### config.mk
export PLATFORM = sky130hd
export DESIGN_NAME = tbfcd_decode
export DESIGN_NICKNAME = d
export VERILOG_FILES = /design/src/rtl/tbfcd_pkg.sv /design/src/rtl/tbfcd_fifo.sv /design/src/rtl/tbfcd_decode.sv
export SDC_FILE = /design/constraint.sdc
export NUM_CORES = 1
export LEC_CHECK = 0
export BUFFER_PORTS_ARGS = -buffer_cell sky130_fd_sc_hd__buf_2
export CAP_MARGIN = 15
export CORE_ASPECT_RATIO = 0.8
export CORE_MARGIN = 5
export CORE_UTILIZATION = 32
export CTS_CLUSTER_DIAMETER = 120
export DETAILED_ROUTE_END_ITERATION = 8
export PLACE_DENSITY = 0.61
export SYNTH_ARGS = -nofsm -noshare
export SYNTH_HDL_FRONTEND = slang
export SYNTH_SLANG_ARGS = --single-unit
### constraint.sdc
create_clock -name mclk -period 8.3 [get_ports mclk]
set_clock_uncertainty 0.05 [all_clocks]
set_input_delay 1.66 -clock mclk [delete_from_list [all_inputs] [get_ports mclk]]
set_output_delay 1.66 -clock mclk [all_outputs]
set_load 0.005 [all_outputs]
### src/rtl/tbfcd_pkg.sv
// Constants shared by the transmit-byte and frequency command decoder
package tbfcd_pkg;

    // Serial command word
    localparam int          WORD_BITS     = 16;
    localparam logic [4:0]  WORD_BITS_C   = 5'h10;
    localparam logic [4:0]  CNT_SAT       = 5'h11;

    // Command code bits and their positions
    localparam logic [7:0]  CMD_TXB_CODE  = 8'hb8;
    localparam int          CMD_TXB_LSB   = 8;
    localparam logic [3:0]  CMD_CFS_CODE  = 4'ha;
    localparam int          CMD_CFS_LSB   = 12;
    localparam logic [4:0]  CMD_RXC_CODE  = 5'h12;
    localparam int          CMD_RXC_LSB   = 11;

    // Power-on register values
    localparam logic [15:0] TXB_POR       = 16'hb8aa;
    localparam logic [15:0] CFS_POR       = 16'ha680;
    localparam logic [15:0] RXC_POR       = 16'h9080;

    // Permitted frequency value range, inclusive
    localparam logic [11:0] FREQUENCY_VALUE_MIN      = 12'h060;
    localparam logic [11:0] FREQUENCY_VALUE_MAX      = 12'hf3f;

    // Frequency arithmetic, all in Hz
    localparam logic [31:0] DEV_STEP_HZ   = 32'h00003a98;
    localparam logic [31:0] FREQUENCY_VALUE_STEP_HZ  = 32'h000009c4;
    localparam logic [31:0] BAND_UNIT_HZ  = 32'h00989680;

    // Band select codes and band constants
    localparam logic [1:0]  BAND_433      = 2'h0;
    localparam logic [1:0]  BAND_868      = 2'h1;
    localparam logic [1:0]  BAND_915      = 2'h2;
    localparam logic [31:0] MULT_433      = 32'h00000001;
    localparam logic [31:0] MULT_868      = 32'h00000002;
    localparam logic [31:0] MULT_915      = 32'h00000003;
    localparam logic [31:0] OFF_433       = 32'h0000002b;
    localparam logic [31:0] OFF_868       = 32'h0000002b;
    localparam logic [31:0] OFF_915       = 32'h0000001e;

    // Transmit byte buffer
    localparam int          FIFO_DEPTH    = 8;
    localparam int          BYTE_BITS     = 8;
    localparam logic [2:0]  LAST_BIT      = 3'h7;

    // Transmit serialiser states, Gray coded
    typedef enum logic [0:0] {
        TX_IDLE  = 1'b0,
        TX_SHIFT = 1'b1
    } tbfcd_tx_state_t;

endpackage

### src/rtl/tbfcd_fifo.sv
// Synchronous FIFO holding transmit bytes
`timescale 1ns/1ps
module tbfcd_fifo #(
    parameter int WIDTH = 8,
    parameter int DEPTH = 8
) (
    input  wire logic             mclk,      // System clock
    input  wire logic             rst,       // Async reset, active high
    input  wire logic             inValid,   // Write request
    output logic                  inReady,   // Space available
    input  wire logic [WIDTH-1:0] inData,    // Write data
    output logic                  outValid,  // Data available
    input  wire logic             outReady,  // Read accept
    output logic      [WIDTH-1:0] outData    // Head entry
);
    localparam int AW = $clog2(DEPTH);

    logic [WIDTH-1:0] mem [DEPTH];
    logic [AW-1:0]    wrPtr_r, wrPtr_nxt;
    logic [AW-1:0]    rdPtr_r, rdPtr_nxt;
    logic [AW:0]      count_r, count_nxt;
    logic             doPush;
    logic             doPop;

    // Handshakes and pointer updates
    always_comb begin
        inReady   = (count_r < (AW+1)'(DEPTH));   // Full once DEPTH entries held
        outValid  = (count_r != '0);
        outData   = mem[rdPtr_r];
        doPush    = inValid && inReady;
        doPop     = outValid && outReady;
        wrPtr_nxt = wrPtr_r;
        rdPtr_nxt = rdPtr_r;
        count_nxt = count_r;
        if (doPush) begin
            wrPtr_nxt = (wrPtr_r == AW'(DEPTH - 1)) ? '0 : wrPtr_r + 1'b1;
        end
        if (doPop) begin
            rdPtr_nxt = (rdPtr_r == AW'(DEPTH - 1)) ? '0 : rdPtr_r + 1'b1;
        end
        if (doPush && !doPop) begin
            count_nxt = count_r + 1'b1;
        end else if (doPop && !doPush) begin
            count_nxt = count_r - 1'b1;
        end
    end

    // Pointer and count registers
    always_ff @(posedge mclk or posedge rst) begin
        if (rst) begin
            wrPtr_r <= '0;
            rdPtr_r <= '0;
            count_r <= '0;
        end else begin
            wrPtr_r <= wrPtr_nxt;
            rdPtr_r <= rdPtr_nxt;
            count_r <= count_nxt;
        end
    end

    // Storage array, no reset needed
    always_ff @(posedge mclk) begin
        if (doPush) begin
            mem[wrPtr_r] <= inData;
        end
    end

endmodule

### src/rtl/tbfcd_decode.sv
// Serial command decoder with transmit byte path and FSK frequency forming
`timescale 1ns/1ps
module tbfcd_decode (
    input  wire logic        mclk,                  // System clock, 20 MHz
    input  wire logic        rst,                   // Async reset, active high
    input  wire logic        sck,                   // Serial clock pin
    input  wire logic        sdi,                   // Serial data in pin
    input  wire logic        csN,                   // Chip select pin, active low
    input  wire logic        fskDataPin,            // Manual FSK data pin
    input  wire logic        txRegEnable,           // Transmit register enable
    input  wire logic        bitTick,               // One-cycle data rate strobe
    input  wire logic [1:0]  bandSel,               // Band select
    input  wire logic [3:0]  deviationField,        // Deviation field
    input  wire logic        modulationPolarity,    // Modulation polarity
    output logic      [15:0] transmitByte,          // Transmit byte register
    output logic      [15:0] centerFreqSet,         // Centre frequency register
    output logic      [15:0] receiverConfiguration, // Receiver configuration
    output logic             txFifoFull,            // Byte buffer full
    output logic             modData,               // Current modulating bit
    output logic             freqNegative,          // Offset below centre
    output logic      [31:0] centerFreqHz,          // Channel centre in Hz
    output logic      [31:0] outputFreqHz           // FSK output in Hz
);

    // Pin synchronisers, three stages on sck and csN for edge detection, two on sdi and the FSK pin
    logic [2:0]  sckS_r, sckS_nxt;
    logic [2:0]  csS_r, csS_nxt;
    logic [1:0]  sdiS_r, sdiS_nxt;
    logic [1:0]  fskS_r, fskS_nxt;

    // Command shift state
    logic [15:0] shift_r, shift_nxt;
    logic [4:0]  bitCnt_r, bitCnt_nxt;
    logic        sckRise;
    logic        csRise;
    logic        csFall;
    logic        frameDone;
    logic        isTxb;
    logic        isCfs;
    logic        isRxc;
    logic        fvalOk;

    // Registers reached by commands
    logic [15:0] txb_r, txb_nxt;
    logic [15:0] cfs_r, cfs_nxt;
    logic [15:0] rxc_r, rxc_nxt;

    // Pending push toward the byte buffer
    logic        pend_r, pend_nxt;
    logic [7:0]  pendByte_r, pendByte_nxt;
    logic        fifoInReady;
    logic        fifoOutValid;
    logic        fifoOutReady;
    logic [7:0]  fifoOutData;

    // Transmit serialiser
    tbfcd_pkg::tbfcd_tx_state_t txState_r, txState_nxt;
    logic [7:0]  txShift_r, txShift_nxt;
    logic [2:0]  bitIdx_r, bitIdx_nxt;
    logic        modData_r, modData_nxt;
    logic        loadByte;

    // Frequency forming
    logic [31:0] bandMult;
    logic [31:0] bandOff;
    logic [31:0] centreHz;
    logic [31:0] devHz;
    logic        negSign;
    logic [31:0] centre_r, centre_nxt;
    logic [31:0] outHz_r, outHz_nxt;
    logic        neg_r, neg_nxt;

    // Edges seen on the synchronised serial pins
    assign sckRise   = sckS_r[1] && !sckS_r[2];
    assign csRise    = csS_r[1] && !csS_r[2];
    assign csFall    = !csS_r[1] && csS_r[2];
    assign frameDone = csRise && (bitCnt_r == tbfcd_pkg::WORD_BITS_C);

    // Command code decode on the finished word
    assign isTxb  = shift_r[15:tbfcd_pkg::CMD_TXB_LSB] == tbfcd_pkg::CMD_TXB_CODE;
    assign isCfs  = shift_r[15:tbfcd_pkg::CMD_CFS_LSB] == tbfcd_pkg::CMD_CFS_CODE;
    assign isRxc  = shift_r[15:tbfcd_pkg::CMD_RXC_LSB] == tbfcd_pkg::CMD_RXC_CODE;
    assign fvalOk = (shift_r[11:0] >= tbfcd_pkg::FREQUENCY_VALUE_MIN)
                 && (shift_r[11:0] <= tbfcd_pkg::FREQUENCY_VALUE_MAX);

    // Synchroniser chains
    always_comb begin
        sckS_nxt = {sckS_r[1:0], sck};
        csS_nxt  = {csS_r[1:0], csN};
        sdiS_nxt = {sdiS_r[0], sdi};
        fskS_nxt = {fskS_r[0], fskDataPin};
    end

    // Word shifting and register writes
    always_comb begin
        shift_nxt    = shift_r;
        bitCnt_nxt   = bitCnt_r;
        txb_nxt      = txb_r;
        cfs_nxt      = cfs_r;
        rxc_nxt      = rxc_r;
        pend_nxt     = pend_r;
        pendByte_nxt = pendByte_r;
        if (csFall) begin
            bitCnt_nxt = '0;
        end else if (sckRise && !csS_r[1]) begin
            shift_nxt = {shift_r[14:0], sdiS_r[1]};
            if (bitCnt_r != tbfcd_pkg::CNT_SAT) begin
                bitCnt_nxt = bitCnt_r + 1'b1;
            end
        end
        // Pending byte leaves once the buffer accepts it
        if (pend_r && fifoInReady) begin
            pend_nxt = 1'b0;
        end
        if (frameDone && isTxb) begin
            txb_nxt      = shift_r;
            pend_nxt     = 1'b1;
            pendByte_nxt = shift_r[7:0];
        end
        if (frameDone && isCfs && fvalOk) begin
            cfs_nxt = shift_r;
        end
        if (frameDone && isRxc) begin
            rxc_nxt = shift_r;
        end
    end

    // Byte buffer between command path and serialiser
    tbfcd_fifo #(
        .WIDTH (tbfcd_pkg::BYTE_BITS),
        .DEPTH (tbfcd_pkg::FIFO_DEPTH)
    ) u_txFifo (
        .mclk     (mclk),
        .rst      (rst),
        .inValid  (pend_r),
        .inReady  (fifoInReady),
        .inData   (pendByte_r),
        .outValid (fifoOutValid),
        .outReady (fifoOutReady),
        .outData  (fifoOutData)
    );

    // Byte loads happen at a byte boundary while enabled
    assign loadByte     = txRegEnable && bitTick
                       && ((txState_r == tbfcd_pkg::TX_IDLE) || (bitIdx_r == tbfcd_pkg::LAST_BIT));
    assign fifoOutReady = loadByte;

    // Transmit serialiser and data source select
    always_comb begin
        txState_nxt = txState_r;
        txShift_nxt = txShift_r;
        bitIdx_nxt  = bitIdx_r;
        unique case (txState_r)
            tbfcd_pkg::TX_IDLE: begin
                if (loadByte) begin
                    txState_nxt = tbfcd_pkg::TX_SHIFT;
                end
            end
            tbfcd_pkg::TX_SHIFT: begin
                if (!txRegEnable) begin
                    txState_nxt = tbfcd_pkg::TX_IDLE;
                end
            end
        endcase
        if (loadByte) begin
            // Empty buffer repeats the stored byte as filler
            txShift_nxt = fifoOutValid ? fifoOutData : txb_r[7:0];
            bitIdx_nxt  = '0;
        end else if (txState_r == tbfcd_pkg::TX_SHIFT && bitTick) begin
            txShift_nxt = {txShift_r[6:0], 1'b0};
            bitIdx_nxt  = bitIdx_r + 1'b1;
        end
        modData_nxt = txRegEnable ? txShift_r[7] : fskS_r[1];
    end

    // Band constants
    always_comb begin
        unique case (bandSel)
            tbfcd_pkg::BAND_868: begin
                bandMult = tbfcd_pkg::MULT_868;
                bandOff  = tbfcd_pkg::OFF_868;
            end
            tbfcd_pkg::BAND_915: begin
                bandMult = tbfcd_pkg::MULT_915;
                bandOff  = tbfcd_pkg::OFF_915;
            end
            default: begin
                bandMult = tbfcd_pkg::MULT_433;
                bandOff  = tbfcd_pkg::OFF_433;
            end
        endcase
    end

    // Centre, deviation and output frequency
    always_comb begin
        centreHz   = bandMult * (bandOff * tbfcd_pkg::BAND_UNIT_HZ
                   + {20'h00000, cfs_r[11:0]} * tbfcd_pkg::FREQUENCY_VALUE_STEP_HZ);
        devHz      = ({28'h0000000, deviationField} + 32'h00000001)
                   * tbfcd_pkg::DEV_STEP_HZ;
        negSign    = modulationPolarity ^ modData_r;
        centre_nxt = centreHz;
        neg_nxt    = negSign;
        outHz_nxt  = negSign ? centreHz - devHz : centreHz + devHz;
    end

    // State registers with power-on values
    always_ff @(posedge mclk or posedge rst) begin
        if (rst) begin
            sckS_r     <= '0;
            csS_r      <= 3'h7;
            sdiS_r     <= '0;
            fskS_r     <= '0;
            shift_r    <= '0;
            bitCnt_r   <= '0;
            txb_r      <= tbfcd_pkg::TXB_POR;
            cfs_r      <= tbfcd_pkg::CFS_POR;
            rxc_r      <= tbfcd_pkg::RXC_POR;
            pend_r     <= 1'b0;
            pendByte_r <= '0;
            txState_r  <= tbfcd_pkg::TX_IDLE;
            txShift_r  <= '0;
            bitIdx_r   <= '0;
            modData_r  <= 1'b0;
            centre_r   <= '0;
            outHz_r    <= '0;
            neg_r      <= 1'b0;
        end else begin
            sckS_r     <= sckS_nxt;
            csS_r      <= csS_nxt;
            sdiS_r     <= sdiS_nxt;
            fskS_r     <= fskS_nxt;
            shift_r    <= shift_nxt;
            bitCnt_r   <= bitCnt_nxt;
            txb_r      <= txb_nxt;
            cfs_r      <= cfs_nxt;
            rxc_r      <= rxc_nxt;
            pend_r     <= pend_nxt;
            pendByte_r <= pendByte_nxt;
            txState_r  <= txState_nxt;
            txShift_r  <= txShift_nxt;
            bitIdx_r   <= bitIdx_nxt;
            modData_r  <= modData_nxt;
            centre_r   <= centre_nxt;
            outHz_r    <= outHz_nxt;
            neg_r      <= neg_nxt;
        end
    end

    // Output drive
    assign transmitByte          = txb_r;
    assign centerFreqSet         = cfs_r;
    assign receiverConfiguration = rxc_r;
    assign txFifoFull            = !fifoInReady;
    assign modData               = modData_r;
    assign freqNegative          = neg_r;
    assign centerFreqHz          = centre_r;
    assign outputFreqHz          = outHz_r;

    // Checks on decoding and frequency forming
    AST_TXB_WRITE: assert property (@(posedge mclk) disable iff (rst)
        (frameDone && isTxb) |=> (txb_r == $past(shift_r)) && pend_r)
        else $error("transmit byte command not stored");

    AST_CFS_WRITE: assert property (@(posedge mclk) disable iff (rst)
        (frameDone && isCfs && fvalOk) |=> cfs_r == $past(shift_r))
        else $error("centre frequency command not stored");

    AST_CFS_KEEP: assert property (@(posedge mclk) disable iff (rst)
        (frameDone && isCfs && !fvalOk) |=> $stable(cfs_r))
        else $error("out of range frequency value changed register");

    AST_RXC_WRITE: assert property (@(posedge mclk) disable iff (rst)
        (frameDone && isRxc) |=> rxc_r == $past(shift_r))
        else $error("receiver configuration command not stored");

    AST_FRAME_LEN: assert property (@(posedge mclk) disable iff (rst)
        (csRise && bitCnt_r != tbfcd_pkg::WORD_BITS_C) |=> $stable(txb_r) && $stable(rxc_r))
        else $error("short or long word changed a register");

    AST_DATA_SRC: assert property (@(posedge mclk) disable iff (rst)
        (!txRegEnable) |-> !fifoOutReady ##1 (modData_r == $past(fskS_r[1])))
        else $error("data source not the pin while register disabled");

    AST_SIGN: assert property (@(posedge mclk) disable iff (rst)
        1'b1 |=> neg_r == ($past(modulationPolarity) ^ $past(modData_r)))
        else $error("offset direction wrong");

    AST_DEV_NEG: assert property (@(posedge mclk) disable iff (rst)
        ##1 neg_r |-> centre_r - outHz_r == ({28'h0000000, $past(deviationField)} + 32'h00000001) * 32'h00003a98)
        else $error("negative deviation magnitude wrong");

    AST_DEV_POS: assert property (@(posedge mclk) disable iff (rst)
        ##1 !neg_r |-> outHz_r - centre_r == ({28'h0000000, $past(deviationField)} + 32'h00000001) * 32'h00003a98)
        else $error("positive deviation magnitude wrong");

    AST_BAND: assert property (@(posedge mclk) disable iff (rst)
        (bandSel == tbfcd_pkg::BAND_915) |=> centre_r == 32'h00000003 * (32'h11e1a300
                                              + {20'h00000, $past(cfs_r[11:0])} * 32'h000009c4))
        else $error("915 MHz band centre frequency wrong");

    // Serialiser, buffer and register hold checks; a stale pending byte would resend old data
    AST_LOAD_START: assert property (@(posedge mclk) disable iff (rst)
        loadByte |=> (txState_r == tbfcd_pkg::TX_SHIFT) && (bitIdx_r == 3'h0))
        else $error("byte load did not restart the serialiser");

    AST_LOAD_DATA: assert property (@(posedge mclk) disable iff (rst)
        (loadByte && fifoOutValid) |=> txShift_r == $past(fifoOutData))
        else $error("buffered byte not loaded into serialiser");

    AST_LOAD_FILL: assert property (@(posedge mclk) disable iff (rst)
        (loadByte && !fifoOutValid) |=> txShift_r == $past(txb_r[7:0]))
        else $error("filler byte not taken from transmit register");

    AST_PEND_HOLD: assert property (@(posedge mclk) disable iff (rst)
        (pend_r && !fifoInReady && !(frameDone && isTxb)) |=> pend_r && $stable(pendByte_r))
        else $error("pending byte lost while buffer full");

    AST_TXB_OTHER: assert property (@(posedge mclk) disable iff (rst)
        (!(frameDone && isTxb)) |=> $stable(txb_r))
        else $error("transmit byte changed without its command");

    AST_CFS_OTHER: assert property (@(posedge mclk) disable iff (rst)
        (!(frameDone && isCfs && fvalOk)) |=> $stable(cfs_r))
        else $error("centre frequency changed without valid command");

endmodule

After elaboration in Yosys (flattened, before gate mapping)
Memories as Yosys holds them, arrays and structs flattened.
Index checks and enable logic that the tools add are counted.
- register bits: 176
- bits of input ports: 15
- word-level logic and storage cells: 107
- memory bits (writable): 64
- memories: 1
- equal/unequal tests: 10
- bitwise operators: 3
- order comparisons: 3
- $add $sub $neg: 10
- mux-type cells: 23
- reductions and logical operators: 32
- $mul: 4
- memory list (memory ; words ; width ; rd ports ; clocked after memory_dff ; write ports ; RTL line ; RTL):
    u_txFifo.mem ; 8 ; 8 ; 1 ; 0 ; 1 ; tbfcd_fifo.sv:18 ; logic [WIDTH-1:0] mem [DEPTH];
- operator list (kind ; number):
    adder 32 x 19 -> 32 bit ; 1
    adder 32 x 24 -> 32 bit ; 1
    multiplier 32 x 17 -> 25 bit, second input constant ; 1
    multiplier 32 x 32 -> 32 bit ; 1
    two-way mux 32 bit ; 1
    subtractor 32 x 19 -> 32 bit ; 1
    two-way mux 8 bit ; 3
    multiplier 12 x 10 -> 22 bit, second input constant ; 1
    logical AND 1 bit ; 17
    multiplier 5 x 11 -> 16 bit, second input constant ; 1
    two-way mux 5 bit ; 3
    greater-or-equal comparator 12 x 7 -> 1 bit, second input constant ; 1
    less-or-equal comparator 12 bit, second input constant ; 1
    two-way mux 3 bit ; 4
    equality test 5 bit, second input constant ; 2
    nonzero test 2 bit ; 5
    adder 3 x 1 -> 3 bit, second input constant ; 3
    equality test 3 bit, second input constant ; 3
    equality test 8 bit, second input constant ; 1
    two-way mux 4 bit ; 2
    two-way mux 1 bit ; 7
    zero test 1 bit ; 6
    two-way mux 6 bit ; 1
    adder 4 x 1 -> 5 bit, second input constant ; 1
    other kinds (15) ; 17

Logic depth before layout (Yosys ltp)
Gate-level depths: netlist of the first run.
- word-level depth: 7
- mapped depth: 41
- depth with buffers taken out: 40

By module
From an unflattened synthesis of the first run, not the netlist that was laid out.
- cells, all modules: 1410
- area total of the unflattened synthesis: 15213.3 um^2
- by module, submodules not included (module ; sequential area each (um^2) ; area an instance (um^2) ; cells each ; instances):
    tbfcd_decode ; 3927.5 ; 12056.6 ; 1246 ; 1
    tbfcd_fifo ; 2172.1 ; 3156.8 ; 164 ; 1

Worst setup path before layout of the first run
No wires, ideal clock.
- path type: reg2reg
- from: register cfs_r[4] (netlist: centerFreqSet[4])
- to: register outHz_r[31] (netlist: outputFreqHz[31])
- setup slack: 0.111 ns
- arrival: 8.011 ns
- cell stages (with the launch flop): 37
- setup time: 0.128 ns
- period minus slack after synthesis: 8.189 ns
- required time: 8.122 ns
- cell sequence: dfrtp_1 -> inv_1 -> fa_1 -> inv_1 -> ha_1 -> inv_1 -> fa_1 -> inv_1 -> ha_1 -> inv_1 -> fa_1 -> inv_1 -> ha_1 -> buf_2 -> a21oi_2 -> a21o_1 -> nand2_1 -> xor2_1 -> ha_1 -> nand3_1 -> nor4b_1 -> or2_2 -> xnor2_1 -> nor2_1 -> ha_1 -> or3_1 -> o221ai_1 -> and2_1 -> ha_1 -> and4_1 -> a221o_1 -> a221o_1 -> a21oi_1 -> o21ai_0 -> a31o_1 -> a2111oi_2 -> o21ai_1
- word-level cells in the longest chain between the ends: 5
- RTL lines (item ; RTL line ; RTL):
    from (decl) ; tbfcd_decode.sv:45 ; logic [15:0] cfs_r, cfs_nxt;
    from (signal assigned) ; tbfcd_decode.sv:216 ; cfs_r <= tbfcd_pkg::CFS_POR;
    from (signal assigned) ; tbfcd_decode.sv:235 ; cfs_r <= cfs_nxt;
    multiplier 12 x 10 -> 22 bit (*) ; tbfcd_decode.sv:197 ; + {20'h00000, cfs_r[11:0]} * tbfcd_pkg::FREQUENCY_VALUE_STEP_HZ);
    adder 32 x 24 -> 32 bit (*) ; tbfcd_decode.sv:197 ;
    multiplier 32 x 32 -> 32 bit (*) ; tbfcd_decode.sv:196 ; centreHz = bandMult * (bandOff * tbfcd_pkg::BAND_UNIT_HZ
    named net centreHz[18] ; tbfcd_decode.sv:66 ; logic [31:0] centreHz;
    adder 32 x 19 -> 32 bit / subtractor 32 x 19 -> 32 bit (equally long branches) ; tbfcd_decode.sv:203 ; outHz_nxt = negSign ? centreHz - devHz : centreHz + devHz;
    two-way mux 32 bit (*) ; tbfcd_decode.sv:203 ;
    named net outHz_nxt[31] ; tbfcd_decode.sv:70 ; logic [31:0] outHz_r, outHz_nxt;
    to (signal assigned) ; tbfcd_decode.sv:244 ; outHz_r <= outHz_nxt;
    to (decl) ; tbfcd_decode.sv:70 ;
The timed path passes the listed nets; every way through them passes the cells marked *.
A chain may end at the register's enable or synchronous reset.

Worst setup path in the final report of the first run
- from: register cfs_r[5] (netlist: centerFreqSet[5])
- to: register outHz_r[30] (netlist: outputFreqHz[30])
The elaborated chain is that of the path after synthesis.

==> impl_metrics.csv, run 1 <==
group,metric,value,unit
run_status,status,"completed",
critical_path,critPathMaxStageDelay,540,ps
layout,antennaDiodeCount,0,
synth,yosysWarnings,0,
timing,rsz0062_at_grt,"true",
synth,synth-compound-area-share,0.133,
place,dp_hpwl,27200,um
synth,synth.distinct_cells,88,
cts,cts_buffers,25,
floorplanning,die_x,253,um
layout,nets,1866,
job,drv_cap,0,
timing,tightestPinTransition,1060,ps
critical_path,critPathKind,"reg2reg",
cts,cts.path.max_buffers,3,
timing,max_clock_freq,122,MHz
drt,wl_met1,18100,um
layout,multiInputGateArea,8970,um2
timing,setup_violations,0,
layout,drive_gt1_frac,0.284,
cts,postCtsHoldBufs,0,
critical_path,cp_max_fo,6,
critical_path,crit_path_top_delay_cell,"fa_1",
layout,final_cell_mix,"ha_1 (151), dfrtp_1 (147), buf_2 (124)",
layout,regArea,6100,um2
layout,final_common_cell,"ha_1",
timing,fin_crit,8160,ps
drt,drtIter0Drc,558,
timing,fin_tns_setup,0,ps
synth,synth_xor_xnor_area_share,0.0612,
timing,post-route-period-util,0.984,
synth,synth_edf_count,64,
synth,synth_top_family_by_area,"adder cells",
critical_path,end_kind,"flop",
layout,postLayoutCoreUtil,0.397,
pwr,p_leak,8.70,nW
global_routing,grt_start_max_net_pins,62,
global_routing,gr-usage-all-layers,0.136,
synth,syn_inst,1420,
place,place_congestion,0.845,
pwr,peakVddDrop,0.171,mV
global_routing,grt_overflow,0,
critical_path,cp.arrival,8530,ps
global_routing,grt_pass1_vias,11037,
synth,synth_area,15200,um2
drt,dr_wl_met3,1490,um
floorplanning,core,46900,um2
cts,htree_levels,1,
timing,slew_viol_final,0,
critical_path,worst_setup_path_start_kind,"flop",
drt,wirelength,36400,um
drt,vias,11070,
floorplanning,dieHeight,205,um
synth,yosys.area_share.simple,0.112,
timing,hold_slack,296,ps
pwr,power_per_cell_area,191,nW/um2
drt,highest_layer,"met4",
cts,cts_sinks,230,
synth,ys.flop_type,"dfrtp_1",
floorplanning,dieArea,51900,um2
drt,routed-wl-met2,16300,um
synth,seq_area_frac_synth,0.402,
timing,slew-limit-headroom,0.294,
synth,synth_fa_ha_area_frac,0.179,
floorplanning,rows,71,
synth,avgSynthCellArea,10.7,um2
drt,ant_nets,0,
critical_path,required,8670,ps
synth,synthMuxAreaShare,0.0665,
floorplanning,start_util,0.323,
layout,area_growth,22.8,%
place,portBuffers,124,
hold_path,hold_path_class,"reg2reg",
floorplanning,io_pins,130,
global_routing,antenna_found_initial,0,
global_routing,grt_pass1_wl,58000,um
cts,clkTransAtPathRegs,60,ps
drt,drcViolationCount,0,
cts,insertion_delay,550,ps
layout,nFillCells,4576,
cts,cts_root_buf,"clkbuf_16",
synth,synth_seq_cells,230,
critical_path,crit_top_cell,"ha_1",
synth,synth-async-reset-ratio,0.722,
timing,final_hold_viol_count,0,
drt,first_pass_iters,5,
cts,cts_tree,"built",
drt,routedWlPerCell,15.9,um
drt,vias_per_cell,4.83,
cells in the mapped netlist (all sizes together) (23+ instances only):
library cell | count | share of area
edfxtp | 64 | 0.13
xor2 | 43 | 0.025
ha | 166 | 0.14
inv | 129 | 0.032
nand2 | 70 | 0.017
mux2 | 46 | 0.034
clkbuf | 23 | 0.0057
o21ai | 66 | 0.022
fa | 32 | 0.042
a21o | 30 | 0.015
dfrtp | 147 | 0.24
nor2b | 24 | 0.0099
xnor2 | 63 | 0.036
a21oi | 72 | 0.024
nor2 | 121 | 0.030
through the flow:
step                total power, mW  instances  instance area [um2]  worst slack, ps
detailed placement             2.45       2222                17100            -93.1
finish                         3.55       2292                18600              136
CTS                            3.55       2268                18000             8.54
global route                   3.79       2292                18600             -251
global placement               2.45       2222                17100             6.63
floorplan                      2.07       1428                15200              111
worst max-delay path: cells and delay by family, from the launching register on:
kind	cells	cell delay, ps
mux	1	300
xor+xnor	3	510
simple gates	9	1410
flops	1	370
fa+ha+maj	9	3080
buf+inv	6	510
compound gates	11	1780
cell families after synthesis:
family / Yosys count
compound gates: 292
fa+ha+maj: 198
simple gates: 347
other cells: 2
xor+xnor: 106
buf+inv: 170
flops: 230
mux: 75
cell type report:
class,instances,area share
multi-input combinational,1028,0.482
sequential,230,0.328
timing repair buffer,239,0.0803
tap,620,0.0417
clock buffer,32,0.0366
inverter,129,0.0263
clock inverter,14,0.00504
registers in the layout, indices dropped and copies added, names as in the netlist, 2 cells and up:
| signal | flops |
|---|---|
| u_txFifo.mem | 64 |
| outputFreqHz | 30 |
| centerFreqHz | 28 |
| centerFreqSet | 16 |
| receiverConfiguration | 16 |
| shift_r | 16 |
| transmitByte | 16 |
| txShift_r | 8 |
| bitCnt_r | 5 |
| pendByte_r | 4 |
| u_txFifo.count_r | 4 |
| bitIdx_r | 3 |
| csS_r | 3 |
| sckS_r | 3 |
| u_txFifo.rdPtr_r | 3 |
| u_txFifo.wrPtr_r | 3 |
| fskS_r | 2 |
| sdiS_r | 2 |
power breakdown:
| part | internal [mW] | switching, mW | total, mW |
|---|---|---|---|
| Combinational | 0.537 | 0.652 | 1.19 |
| Clock | 0.586 | 0.461 | 1.05 |
| Sequential | 1.27 | 0.0500 | 1.32 |
final timing paths:
| path | start | to | slack, ps | cells past startpoint |
|---|---|---|---|---|
| setup / recovery | centerFreqSet[5] | outputFreqHz[30] | 140 | 39 |
| hold / removal | fskS_r[0] | fskS_r[1] | 300 | 0 |
| setup reg to reg | centerFreqSet[5] | outputFreqHz[30] | 140 | 39 |
| hold reg to reg | fskS_r[0] | fskS_r[1] | 300 | 0 |
| max in group asynchronous | rst | centerFreqHz[27] | 5980 | 3 |
| min in group asynchronous | rst | transmitByte[10] | 1090 | 2 |
routing by layer:
layer / vias to the layer above / track usage
met3: 35 / 0.0208
li1: 5475 / -
met4: 0 / 0.0224
met1: 5369 / 0.203
met5: - / 0
met2: 191 / 0.211
timing repair:
item                                    4_1_cts  5_1_grt
buffers inserted                              0       22
gates resized for setup                      12       95
endpoints found under the setup margin        5        7
pin swaps                                     0       53
No activity file was read; power rests on OpenSTA's default activity.
==> run 2, diff against run 1 <==
SYNTH_HIERARCHICAL = 1   (was unset)
==> run 2 against run 1 <==
Global-route usage fell by 0.060 points; cell count is 1.5% lower; register-to-register slack improved by 50 ps.
==> impl_metrics.csv, run 2 <==
group,metric,value,unit
run_status,status,"completed",
layout,final_cell_mix,"ha_1 (158), dfrtp_1 (147), buf_2 (124)",
synth,synth.distinct_cells,88,
layout,antennaDiodeCount,0,
critical_path,worst-path-stages,38,
layout,multiInputGateArea,8790,um2
timing,fin_tns_setup,0,ps
synth,synth_edf_count,64,
floorplanning,dieHeight,205,um
drt,wirelength,35600,um
critical_path,required,8710,ps
synth,ys.flop_type,"dfrtp_1",
cts,cts.path.max_buffers,3,
global_routing,grt_pass1_wl,58100,um
pwr,peakVddDrop,0.115,mV
place,dp_hpwl,27000,um
timing,rsz0062_at_grt,"true",
cts,clkTransAtPathRegs,60,ps
critical_path,endpoint,"outputFreqHz[31]",
floorplanning,core,47000,um2
synth,avgSynthCellArea,10.8,um2
layout,nFillCells,4576,
timing,post-route-period-util,0.977,
drt,drtIter0Drc,556,
critical_path,crit_path_top_delay_cell,"fa_1",
hold_path,hold_path_class,"reg2reg",
hold_path,whs_path_depth,0,
critical_path,worst_setup_path_start_kind,"flop",
drt,vias_per_cell,4.91,
synth,ys_top_cells_by_count,"ha_1 (166), dfrtp_1 (147), nor2_1 (108), inv_1 (105), nand2_1 (104)",
place,pre_cts_slack,-129,ps
timing,worst_slack,190,ps
cts,htree_levels,1,
floorplanning,dieArea,52000,um2
synth,synth_top_area_share,0.242,
cts,cts_root_buf,"clkbuf_16",
pwr,internal_power,2.38,mW
critical_path,regToRegEndpoint,"outputFreqHz[31]",
floorplanning,io_pins,130,
job,drv_cap,0,
timing,setup_violations,0,
pwr,power_per_cell_area,191,nW/um2
drt,routedWlPerCell,15.8,um
drt,ant_nets,0,
drt,first_pass_iters,6,
critical_path,critPathMaxStageDelay,470,ps
timing,final_hold_viol_count,0,
floorplanning,die_x,254,um
critical_path,cp.arrival,8520,ps
global_routing,grt_start_max_net_pins,83,
critical_path,critPathLaunch,"centerFreqSet[5]",
place,portBuffers,124,
layout,fin_area,18200,um2
synth,yosysTopAreaCell,"dfrtp_1",
critical_path,crit_top_cell,"ha_1",
layout,largest_reg_flops,64,
critical_path,cp_top_family,"adder cells",
drt,vias,11073,
timing,tightestPinTransition,1080,ps
global_routing,grt_pass1_vias,11227,
timing,max_clock_freq,123,MHz
synth,synth_seq_cells,230,
timing,slew-limit-headroom,0.275,
layout,regArea,6100,um2
pwr,pwr-share-seq,0.377,
synth,yosysWarnings,6,
critical_path,crit-reg2reg-launch,"centerFreqSet[5]",
layout,largest-register,"u_txFifo/mem",
layout,nets,1830,
critical_path,critPathKind,"reg2reg",
layout,drive_gt1_frac,0.242,
cts,cts_sinks,230,
floorplanning,start_util,0.324,
global_routing,grt_overflow,0,
critical_path,end_kind,"flop",
place,post_dp_cell_area,17000,um2
drt,drcViolationCount,0,
layout,final_common_cell,"ha_1",
synth,seq_area_frac_synth,0.401,
pwr,p_leak,8.61,nW
global_routing,antenna_found_initial,1,
floorplanning,rows,71,
synth,synth_most_common_cell,"ha_1",
cts,insertion_delay,550,ps
timing,fin_crit,8110,ps
place,place_congestion,0.866,
pwr,p_comb_frac,0.312,
critical_path,cp_max_fo,4,
synth,synth_area,15200,um2
synth,syn_inst,1410,
layout,area_growth,19.5,%
critical_path,ff2ff_setup_slack,190,ps
pwr,power_frac_clock,0.311,
global_routing,gr-usage-all-layers,0.135,
synth,synthTopCellsByArea,"dfrtp_1 (24%), ha_1 (14%), edfxtp_1 (13%)",
cts,cts_buffers,26,
pwr,p_sw,1.09,mW
cts,cts_tree,"built",
critical_path,r2r_cells,38,
synth,synth-async-reset-ratio,0.722,
critical_path,cp_num_buf_inv,5,
timing,slew_viol_final,0,
pwr,switching_share,0.314,
[run 2: cell types whose count changed after synthesis, sizes merged, moves of 6 or more]
cell,before,now
a2111o,0,6
a2111oi,9,2
a211oi,18,6
and3,4,10
inv,129,105
nand2,70,104
nor2,121,109
o21bai,7,13
o31ai,16,5
xnor2,63,69
[run 2: cell families after synthesis]
family | synth area share
muxes | 0.0668
other | 0.000494
DFF | 0.401
buffers and inverters | 0.0412
adders and majority gates | 0.179
AOI/OAI and AO/OA | 0.131
xor gates and xnor gates | 0.0644
and+or+nand+nor | 0.117
[run 2: routing by layer]
metal / global-route usage / routed length [um]
met3: 0.0248 / 1480
met2: 0.226 / 16700
met1: 0.185 / 16900
met5: 0 / 0
met4: 0.0249 / 622
[run 2: per-stage QoR]
stage                     power, mW  std cells  utilization  hold WS (ps)
final                          3.47       2257        0.387           310
after global routing           3.70       2257        0.387           317
after CTS                      3.52       2241        0.379           311
after detailed placement       2.40       2192        0.361           290
after global placement         2.38       2192        0.361           294
after floorplan                2.09       1418            -           281
[run 2: worst min path at each step]
stage           endpoint       from
2_1_floorplan  fskS_r[1]  fskS_r[0]
3_3_place_gp   sdiS_r[1]  sdiS_r[0]
5_1_grt         csS_r[1]   csS_r[0]
3_5_place_dp   sdiS_r[1]  sdiS_r[0]
6_report        csS_r[1]   csS_r[0]
4_1_cts         csS_r[1]   csS_r[0]
[run 2: what timing repair did]
| action | CTS | global route |
|---|---|---|
| hold buffers | 0 | 0 |
| pin swaps | 6 | 53 |
| gates resized for setup | 11 | 46 |
| endpoints found under the setup margin | 3 | 7 |
| setup buffers | 1 | 13 |
[run 2: final cells by class]
cell class / instances / share of cell area
clock buffer: 43 / 0.0416
clock inverter: 5 / 0.00248
inverter: 106 / 0.0222
multi-input combinational: 1041 / 0.484
sequential: 230 / 0.336
tap: 620 / 0.0427
timing repair buffer: 212 / 0.0718
[run 2: power groups by stage]
stage	clock network (mW)	registers [mW]	logic, mW
finish	1.08	1.31	1.08
global placement	0	1.33	1.05
global route	1.17	1.32	1.21
detailed placement	0	1.33	1.07
floorplan	0	1.33	0.757
CTS	1.13	1.31	1.08
